File: src/rtl/gpts_regs.svh
// constants for the satellite second-pulse time synchronisation block
`ifndef GPTS_REGS_SVH
`define GPTS_REGS_SVH
`define GPTS_CLK_HZ 20000000
`define GPTS_BAUD 9600
`define GPTS_BIT_CYC ((`GPTS_CLK_HZ + `GPTS_BAUD / 2) / `GPTS_BAUD)
`define GPTS_DATA_BITS 8
`define GPTS_PPS_MIN_MS 20
`define GPTS_PPS_MAX_MS 200
`define GPTS_PPS_MIN_CYC ((`GPTS_CLK_HZ / 1000) * `GPTS_PPS_MIN_MS)
`define GPTS_PPS_MAX_CYC ((`GPTS_CLK_HZ / 1000) * `GPTS_PPS_MAX_MS)
`define GPTS_SENT_MS 500
`define GPTS_SENT_CYC ((`GPTS_CLK_HZ / 1000) * `GPTS_SENT_MS)
`define GPTS_ANGLE_MAX 360
`define GPTS_FIELD_TIME 1
`define GPTS_FIELD_STATUS 2
`define GPTS_FIELD_DATE 9
`define GPTS_SRC_GNSS 2'h0
`define GPTS_SRC_PTP 2'h1
`define GPTS_SRC_GPTP 2'h2
`endif

File: src/rtl/gpts_pkg.sv
// types for the satellite second-pulse time synchronisation block
package gpts_pkg;
  typedef enum logic [1:0] {
    GPTS_RX_IDLE = 2'b00,
    GPTS_RX_START = 2'b01,
    GPTS_RX_DATA = 2'b10,
    GPTS_RX_STOP = 2'b11
  } gpts_rx_e;
  typedef enum logic [2:0] {
    GPTS_P_HUNT = 3'b000,
    GPTS_P_HEAD = 3'b001,
    GPTS_P_BODY = 3'b010,
    GPTS_P_SUM1 = 3'b011,
    GPTS_P_SUM2 = 3'b100
  } gpts_parse_e;
  typedef struct packed {
    logic [4:0] hour;
    logic [5:0] min;
    logic [5:0] sec;
    logic [4:0] day;
    logic [3:0] month;
    logic [6:0] year;
  } gpts_tod_s;
  typedef struct packed {
    logic valid;
    logic [63:0] seconds;
    logic [31:0] nanos;
  } gpts_net_s;
endpackage

File: src/rtl/gpts_time_sync.sv
// time-of-day keeper fed by satellite pulse and sentences or by a network time master
// What this block does
// - serial input is 9600 baud, eight data bits, no parity, one stop
// - only recommended-minimum position sentences are acted on, others ignored
// - take time from field 1, status from field 2, date from field 9
// - xor characters between dollar and asterisk, compare with two hex digits
// - time updates only when status is A; V leaves time untouched
// - rising edge of the positive pulse marks the whole second
// - with phase lock on and time synced, rotor sits at set angle firing at each second
// - phase lock angle accepts integers 0 through 360 only
// - three selectable sources: satellite, network precision time, layer-2 profile
// - layer-2 profile uses hardware timestamps, L2 framing, peer delay
// - network mode is slave only and adopts master time unchecked
// - when the master disappears time keeps advancing on the local clock
// - power cycle clears the time of day until new synchronisation
`timescale 1ns/1ps
`include "gpts_regs.svh"
module gpts_time_sync #(
  parameter int unsigned CLK_HZ = `GPTS_CLK_HZ,
  parameter int unsigned SENT_CYC = `GPTS_SENT_CYC,
  parameter int unsigned PPS_MIN_CYC = `GPTS_PPS_MIN_CYC,
  parameter int unsigned PPS_MAX_CYC = `GPTS_PPS_MAX_CYC,
  parameter int unsigned BIT_CYC = `GPTS_BIT_CYC
) (
  input wire logic clk_i,
  input wire logic sys_rst_i,
  input wire logic gnss_serial_input_i,
  input wire logic gnss_second_pulse_input_i,
  input wire logic [1:0] source_sel_i,
  input wire logic net_hw_stamp_i,
  input wire gpts_pkg::gpts_net_s net_time_i,
  input wire logic lock_enable_i,
  input wire logic [8:0] lock_angle_i,
  output logic [63:0] seconds_o,
  output logic [31:0] nanos_o,
  output gpts_pkg::gpts_tod_s tod_o,
  output logic synced_o,
  output logic pps_width_err_o,
  output logic sentence_err_o,
  output logic [8:0] lock_angle_o,
  output logic lock_strobe_o,
  output logic net_slave_o,
  output logic net_peer_delay_o,
  output logic net_l2_o
);
  localparam int unsigned NS_STEP = 1000000000 / CLK_HZ;
  gpts_pkg::gpts_rx_e rx_state;
  gpts_pkg::gpts_parse_e p_state;
  logic [15:0] rx_cnt;
  logic [2:0] rx_bit, head_pos;
  logic [7:0] rx_shift, rx_byte, sum, sum_rx;
  logic rx_valid, head_ok, status_a, pend_valid, pps_d, pps_rise;
  logic [3:0] field, field_pos, hexval;
  logic [3:0] dig [12];
  gpts_pkg::gpts_tod_s pend_tod;
  logic [31:0] pps_cnt, since_pps, sub_cnt;
  // oversampled 8N1 receiver, mid-bit sampling; a framing error drops the byte
  always_ff @(posedge clk_i)
  begin
    rx_valid <= 1'b0;
    if (sys_rst_i)
    begin
      rx_state <= gpts_pkg::GPTS_RX_IDLE;
      rx_cnt <= 16'h0000;
      rx_bit <= 3'h0;
      rx_shift <= 8'h00;
      rx_byte <= 8'h00;
    end
    else
    begin
      unique case (rx_state)
        gpts_pkg::GPTS_RX_IDLE:
        begin
          rx_cnt <= 16'h0000;
          if (!gnss_serial_input_i)
            rx_state <= gpts_pkg::GPTS_RX_START;
        end
        gpts_pkg::GPTS_RX_START:
        begin
          rx_cnt <= rx_cnt + 16'h0001;
          if (rx_cnt == 16'(BIT_CYC / 2))
          begin
            rx_cnt <= 16'h0000;
            rx_bit <= 3'h0;
            rx_state <= gnss_serial_input_i ? gpts_pkg::GPTS_RX_IDLE : gpts_pkg::GPTS_RX_DATA;
          end
        end
        gpts_pkg::GPTS_RX_DATA:
        begin
          rx_cnt <= rx_cnt + 16'h0001;
          if (rx_cnt == 16'(BIT_CYC - 1))
          begin
            rx_cnt <= 16'h0000;
            rx_shift <= {gnss_serial_input_i, rx_shift[7:1]};
            rx_bit <= rx_bit + 3'h1;
            if (rx_bit == 3'(`GPTS_DATA_BITS - 1))
              rx_state <= gpts_pkg::GPTS_RX_STOP;
          end
        end
        gpts_pkg::GPTS_RX_STOP:
        begin
          rx_cnt <= rx_cnt + 16'h0001;
          if (rx_cnt == 16'(BIT_CYC - 1))
          begin
            rx_valid <= gnss_serial_input_i;
            rx_byte <= rx_shift;
            rx_state <= gpts_pkg::GPTS_RX_IDLE;
          end
        end
      endcase
    end
  end
  assign hexval = (rx_byte >= 8'h30 && rx_byte <= 8'h39) ? rx_byte[3:0] :
                  (rx_byte >= 8'h41 && rx_byte <= 8'h46) ? 4'(rx_byte[3:0] + 4'h9) : 4'h0;
  // sentence parser; header characters after the dollar are matched against RMC
  always_ff @(posedge clk_i)
  begin
    if (sys_rst_i)
    begin
      p_state <= gpts_pkg::GPTS_P_HUNT;
      field <= 4'h0;
      field_pos <= 4'h0;
      head_pos <= 3'h0;
      head_ok <= 1'b0;
      sum <= 8'h00;
      sum_rx <= 8'h00;
      status_a <= 1'b0;
      pend_valid <= 1'b0;
      pend_tod <= '0;
      sentence_err_o <= 1'b0;
      dig <= '{default: 4'h0};
    end
    else
    begin
      if (pps_rise)
        pend_valid <= 1'b0;
      if (rx_valid)
      begin
        if (rx_byte == 8'h24)
        begin
          p_state <= gpts_pkg::GPTS_P_HEAD;
          head_pos <= 3'h0;
          head_ok <= 1'b1;
          sum <= 8'h00;
          field <= 4'h0;
          field_pos <= 4'h0;
          status_a <= 1'b0;
        end
        else
        begin
          unique case (p_state)
            gpts_pkg::GPTS_P_HUNT: ;
            gpts_pkg::GPTS_P_HEAD:
            begin
              sum <= sum ^ rx_byte;
              head_pos <= head_pos + 3'h1;
              // talker id is any two letters, then R M C, then comma
              if ((head_pos == 3'h2 && rx_byte != 8'h52) || (head_pos == 3'h3 && rx_byte != 8'h4d) ||
                  (head_pos == 3'h4 && rx_byte != 8'h43) || (head_pos == 3'h5 && rx_byte != 8'h2c))
                head_ok <= 1'b0;
              if (head_pos == 3'h5)
                p_state <= (head_ok && rx_byte == 8'h2c) ? gpts_pkg::GPTS_P_BODY : gpts_pkg::GPTS_P_HUNT;
            end
            gpts_pkg::GPTS_P_BODY:
            begin
              if (rx_byte == 8'h2a)
                p_state <= gpts_pkg::GPTS_P_SUM1;
              else
              begin
                sum <= sum ^ rx_byte;
                if (rx_byte == 8'h2c)
                begin
                  field <= field + 4'h1;
                  field_pos <= 4'h0;
                end
                else
                begin
                  field_pos <= field_pos + 4'h1;
                  if (field == 4'(`GPTS_FIELD_TIME - 1) && field_pos < 4'h6)
                    dig[field_pos] <= rx_byte[3:0];
                  if (field == 4'(`GPTS_FIELD_STATUS - 1) && field_pos == 4'h0)
                    status_a <= (rx_byte == 8'h41);
                  if (field == 4'(`GPTS_FIELD_DATE - 1) && field_pos < 4'h6)
                    dig[4'(field_pos + 4'h6)] <= rx_byte[3:0];
                end
              end
            end
            gpts_pkg::GPTS_P_SUM1:
            begin
              sum_rx[7:4] <= hexval;
              p_state <= gpts_pkg::GPTS_P_SUM2;
            end
            gpts_pkg::GPTS_P_SUM2:
            begin
              p_state <= gpts_pkg::GPTS_P_HUNT;
              sentence_err_o <= ({sum_rx[7:4], hexval} != sum);
              if ({sum_rx[7:4], hexval} == sum && status_a && !pps_rise)
              begin
                pend_valid <= 1'b1;
                pend_tod.hour <= 5'(dig[0]) * 5'h0a + 5'(dig[1]);
                pend_tod.min <= 6'(dig[2]) * 6'h0a + 6'(dig[3]);
                pend_tod.sec <= 6'(dig[4]) * 6'h0a + 6'(dig[5]);
                pend_tod.day <= 5'(dig[6]) * 5'h0a + 5'(dig[7]);
                pend_tod.month <= dig[8] * 4'ha + dig[9];
                pend_tod.year <= 7'(dig[10]) * 7'h0a + 7'(dig[11]);
              end
            end
            default: p_state <= gpts_pkg::GPTS_P_HUNT;
          endcase
        end
      end
    end
  end
  // second pulse width check and rising edge
  assign pps_rise = gnss_second_pulse_input_i && !pps_d;
  always_ff @(posedge clk_i)
  begin
    if (sys_rst_i)
    begin
      pps_d <= 1'b0;
      pps_cnt <= 32'h0000_0000;
      pps_width_err_o <= 1'b0;
    end
    else
    begin
      pps_d <= gnss_second_pulse_input_i;
      pps_cnt <= gnss_second_pulse_input_i ? pps_cnt + 32'h0000_0001 : 32'h0000_0000;
      if (pps_d && !gnss_second_pulse_input_i)
        pps_width_err_o <= (pps_cnt < PPS_MIN_CYC) || (pps_cnt > PPS_MAX_CYC);
    end
  end
  // time keeping: sentence ending within SENT_CYC after a pulse stamps the second that began at that pulse
  always_ff @(posedge clk_i)
  begin
    if (sys_rst_i)
    begin
      seconds_o <= 64'h0000_0000_0000_0000;
      nanos_o <= 32'h0000_0000;
      sub_cnt <= 32'h0000_0000;
      since_pps <= 32'h0000_0000;
      tod_o <= '0;
      synced_o <= 1'b0;
      lock_strobe_o <= 1'b0;
    end
    else
    begin
      lock_strobe_o <= 1'b0;
      since_pps <= pps_rise ? 32'h0000_0000 : since_pps + 32'h0000_0001;
      if (source_sel_i != `GPTS_SRC_GNSS && net_time_i.valid &&
          (source_sel_i == `GPTS_SRC_PTP || net_hw_stamp_i))
      begin
        seconds_o <= net_time_i.seconds;
        nanos_o <= net_time_i.nanos;
        sub_cnt <= 32'(net_time_i.nanos / NS_STEP);
        synced_o <= 1'b1;
      end
      else if ((source_sel_i == `GPTS_SRC_GNSS && pps_rise) || sub_cnt == 32'(CLK_HZ - 1))
      begin
        sub_cnt <= 32'h0000_0000;
        nanos_o <= 32'h0000_0000;
        seconds_o <= seconds_o + 64'h0000_0000_0000_0001;
        lock_strobe_o <= lock_enable_i && synced_o;
      end
      else
      begin
        sub_cnt <= sub_cnt + 32'h0000_0001;
        nanos_o <= nanos_o + 32'(NS_STEP);
      end
      if (source_sel_i == `GPTS_SRC_GNSS && pend_valid && since_pps < SENT_CYC && !pps_rise)
      begin
        tod_o <= pend_tod;
        synced_o <= 1'b1;
      end
    end
  end
  // angle setting above range is refused and the last legal angle kept
  always_ff @(posedge clk_i)
  begin
    if (sys_rst_i)
    begin
      lock_angle_o <= 9'h000;
      {net_slave_o, net_peer_delay_o, net_l2_o} <= 3'b000;
    end
    else
    begin
      if (lock_angle_i <= 9'(`GPTS_ANGLE_MAX))
        lock_angle_o <= lock_angle_i;
      net_slave_o <= (source_sel_i != `GPTS_SRC_GNSS);
      net_peer_delay_o <= (source_sel_i == `GPTS_SRC_GPTP);
      net_l2_o <= (source_sel_i == `GPTS_SRC_GPTP);
    end
  end
endmodule

File: config.mk
export PLATFORM = sky130hd
export DESIGN_NAME = gpts_time_sync
export DESIGN_NICKNAME = d
export VERILOG_FILES = /design/src/rtl/gpts_pkg.sv /design/src/rtl/gpts_time_sync.sv
export VERILOG_INCLUDE_DIRS = /design/src /design/src/rtl
export SDC_FILE = /design/constraint.sdc
export NUM_CORES = 1
export LEC_CHECK = 0
export ABC_AREA = 1
export BUFFER_PORTS_ARGS = -buffer_cell sky130_fd_sc_hd__buf_2
export CORE_MARGIN = 4
export CORE_UTILIZATION = 45
export CTS_CLUSTER_DIAMETER = 30
export DETAILED_ROUTE_END_ITERATION = 8
export SYNTH_ARGS = -nofsm -noshare
export SYNTH_HDL_FRONTEND = slang
export SYNTH_SLANG_ARGS = --single-unit
File: constraint.sdc
create_clock -name clk_i -period 17.5 [get_ports clk_i]
set_clock_uncertainty 0.05 [all_clocks]
set_input_delay 2.625 -clock clk_i [delete_from_list [all_inputs] [get_ports clk_i]]
set_output_delay 2.625 -clock clk_i [all_outputs]
set_load 0.01 [all_outputs]
==> qor.tcl <==
set qor(synth_edf_count) 0
set qor(routedWlPerCell_um) 15.1
set qor(filler_instances) 4957
set qor(starting_density_pct) 45.8
set qor(num_vias) 23800
set qor(yosys_register_bits) 388
set qor(floorplan.die.width_um) 238
set qor(detail_route.wirelength_um) 68200
set qor(top_usage_layer) {met2}
set qor(vias_per_cell) 5.27
set qor(ioPinCount) 259
set qor(core.rowCount) 83
set qor(maxSlewHeadroom_pct) 27.9
set qor(final_common_cell) {sky130_fd_sc_hd__nand2_1}
set qor(antenna_violations_before_repair) 3
set qor(ys_warn_count) 0
set qor(cts-htree-levels) 3
set qor(met3_usage_pct) 4.25
set qor(final-setup-viol-count) 0
set qor(synthesis.area_per_instance_sq_um) 6.87
set qor(numClockSinks) 388
set qor(rr_endpoint) {seconds_o[63]}
set qor(yosys.cell_types.count) 68
set qor(cp-start-kind) {primary input}
set qor(required_ns) 17.97
set qor(crit_path_max_fanout) 8
set qor(area_growth_pct) 22.9
set qor(vertical_die_dimension_um) 238
set qor(maxCapViolations) 0
set qor(port_buffers) 258
set qor(path_common_cell) {sky130_fd_sc_hd__nand2_2}
set qor(cts_tree) {built}
set qor(die-area_sq_um) 56500
set qor(instances_no_fill) 4514
set qor(cts_setup_buffers) 0
set qor(clkTransAtPathRegs_ns) 0.05
set qor(gp_congestion) 0.877
set qor(final_min_period_over_clock_period_pct) 79.3
set qor(gr-usage-met2_pct) 39.2
set qor(pin_count_of_the_biggest_net_entering_global_routing) 94
set qor(synth_top_area_cell) {sky130_fd_sc_hd__dfxtp_1}
set qor(run_status) {finished, final reports clean}
set qor(worstReg2RegStart) {seconds_o[0]}
set qor(mostFrequentLayoutCells) {sky130_fd_sc_hd__nand2_1, sky130_fd_sc_hd__inv_1, sky130_fd_sc_hd__dfxtp_1, sky130_fd_sc_hd__nor2_1, sky130_fd_sc_hd__buf_2}
set qor(synthArstFlopShare_pct) 0
set qor(grt.total_usage_pct) 23.2
set qor(global_route.overflow_total) 0
set qor(ff2ff_path_depth) 34
set qor(placeableCoreArea_sq_um) 51800
set qor(max_slew.worst_pin.slew_ns) 1.08
set qor(final_hold_viol_count) 0
set qor(first_global_vias) 22800
set qor(drtIter0Drc) 1453
set qor(place_hpwl_um) 49000
set qor(dpl.cell_count) 4322
set qor(hold_bufs_inserted_after_cts) 0
set qor(primary_flip_flop_cell_chosen_by_synthesis_mapping) {sky130_fd_sc_hd__dfxtp_1}
set qor(drive_above_1_share_pct) 20.1
set qor(first_pass_detailed_route_iteration_total) 8
set qor(hold_depth) 2
set qor(postRouteAntennaNets) 0
set qor(drcViolationCount) 0
set qor(worst_setup_slack_for_register_to_register_paths_ns) 10.82
set qor(final_util_pct) 56.3
set qor(max_freq_mhz) 72.1
set qor(rsz0062_at_grt) {no}
set qor(syn_nets) 3631
set qor(cts_buffer_depth) 3
set qor(critPathMaxStageDelay_ns) 0.24
set qor(synthCells) 3454
set qor(grt_pass1_wl_um) 111000
set qor(maxSlewViolCount) 0
set qor(post_synth_instance_area_sq_um) 23700
set qor(tritoncts.num_buffers) 101
set qor(crit_arrival_ns) 14.35
set qor(fin_area_sq_um) 29200
set qor(worstSkewPairLatency_ns) 0.63
set qor(synth-seq-area-share_pct) 32.7
set qor(tns_ns) 0
set qor(clockRootBuffer) {sky130_fd_sc_hd__clkbuf_16}
set qor(whs_endpoint) {tod_o[5]}
set qor(cts-resized-gates) 0
set qor(post-synth-top-area-fraction_pct) 32.7
set qor(worstHoldStart) {pend_tod[5]}
set qor(endpoint_kind) {flip-flop}
set qor(fin_crit_ns) 13.88
set qor(critPathSlowestCell) {sky130_fd_sc_hd__nand3_1}
set qor(fin_nets) 3922
set qor(placed_area_sq_um) 25700
set qor(path_class) {primary input to flip-flop}
set qor(min_path_type) {flip-flop to flip-flop}
set qor(grt.met1_usage_pct) 29.8
set qor(synth.area.top_cells) {sky130_fd_sc_hd__dfxtp_1, sky130_fd_sc_hd__nand2_1, sky130_fd_sc_hd__inv_1}
## sequential cells by signal, indices dropped and copies added (netlist names), 3 cells and up, named ones only
name	flops
sum	8
pps_cnt	32
dig	47
tod_o	33
rx_shift	8
since_pps	32
field	4
head_pos	3
lock_angle_o	9
rx_bit	3
seconds_o	64
pend_tod	33
rx_byte	8
sub_cnt	32
p_state	3
rx_cnt	16
nanos_o	32
field_pos	4
sum_rx	4
## worst max path at each step
stage                         from          to  slack, ns  cells after the start
global route        net_time_i[29]  sub_cnt[0]       2.20                    119
detailed placement  net_time_i[29]  sub_cnt[0]       3.00                    115
floorplan           net_time_i[27]  sub_cnt[0]       4.55                    126
global placement    net_time_i[29]  sub_cnt[0]       3.59                    114
CTS                 net_time_i[29]  sub_cnt[0]       3.66                    115
finish              net_time_i[29]  sub_cnt[0]       3.62                    115
## routing by layer
layer	part of all wire, %	routed length, um	vias to the layer above
li1	-	-	12100
met1	45	30800	11000
met2	47	32100	534
met3	4.9	3360	138
met4	2.8	1930	2
met5	0.021	14	-
## kinds of logic after synthesis
kind of cell	count (synthesis)	synth area share [%]
DFF	388	32.7
AOI/OAI and AO/OA	659	16.0
adders and majority gates	63	3.54
buffers and inverters	613	9.87
muxes	3	0.126
and+or+nand+nor	1628	34.1
xor gates and xnor gates	100	3.69
## synthesized netlist by cell type (all sizes together), types with 15 or more instances
cell	count
nor2	404
xnor2	16
dfxtp	388
nand4	72
clkbuf	81
nor3	101
nand2	754
o32ai	32
ha	56
o211ai	27
a21oi	224
a211oi	24
o22ai	51
xor2	84
clkinv	15
o21ai	242
inv	512
a31oi	20
nor4	42
nand3	222
## worst max-delay path, delay by kind of cell
kind / cells / cell delay (ns)
simple gates: 109 / 10.93
compound gates: 2 / 0.37
buf+inv: 4 / 0.37
## stage by stage
step	hold WS (ns)	worst slack [ns]
finish	0.389	3.62
global route	0.405	2.20
CTS	0.396	3.66
detailed placement	0.387	3.00
global placement	0.380	3.59
floorplan	0.368	4.55
## cell type report
class                   count  area (sq um)  area share (%)
diodes                      4          10.0          0.0343
repair buffers            273          1410            4.82
clock inverters            59           656            2.25
inverters                 528          2020            6.92
flip-flops and latches    388          7770            26.6
well taps                 680           851            2.92
clock buffers             129          2820            9.65
multi-input cells        2453         13600            46.8
Power is left out: the tool's default activity adds up to more than one toggle a clock period on the data nets, which glitch-free logic cannot reach.
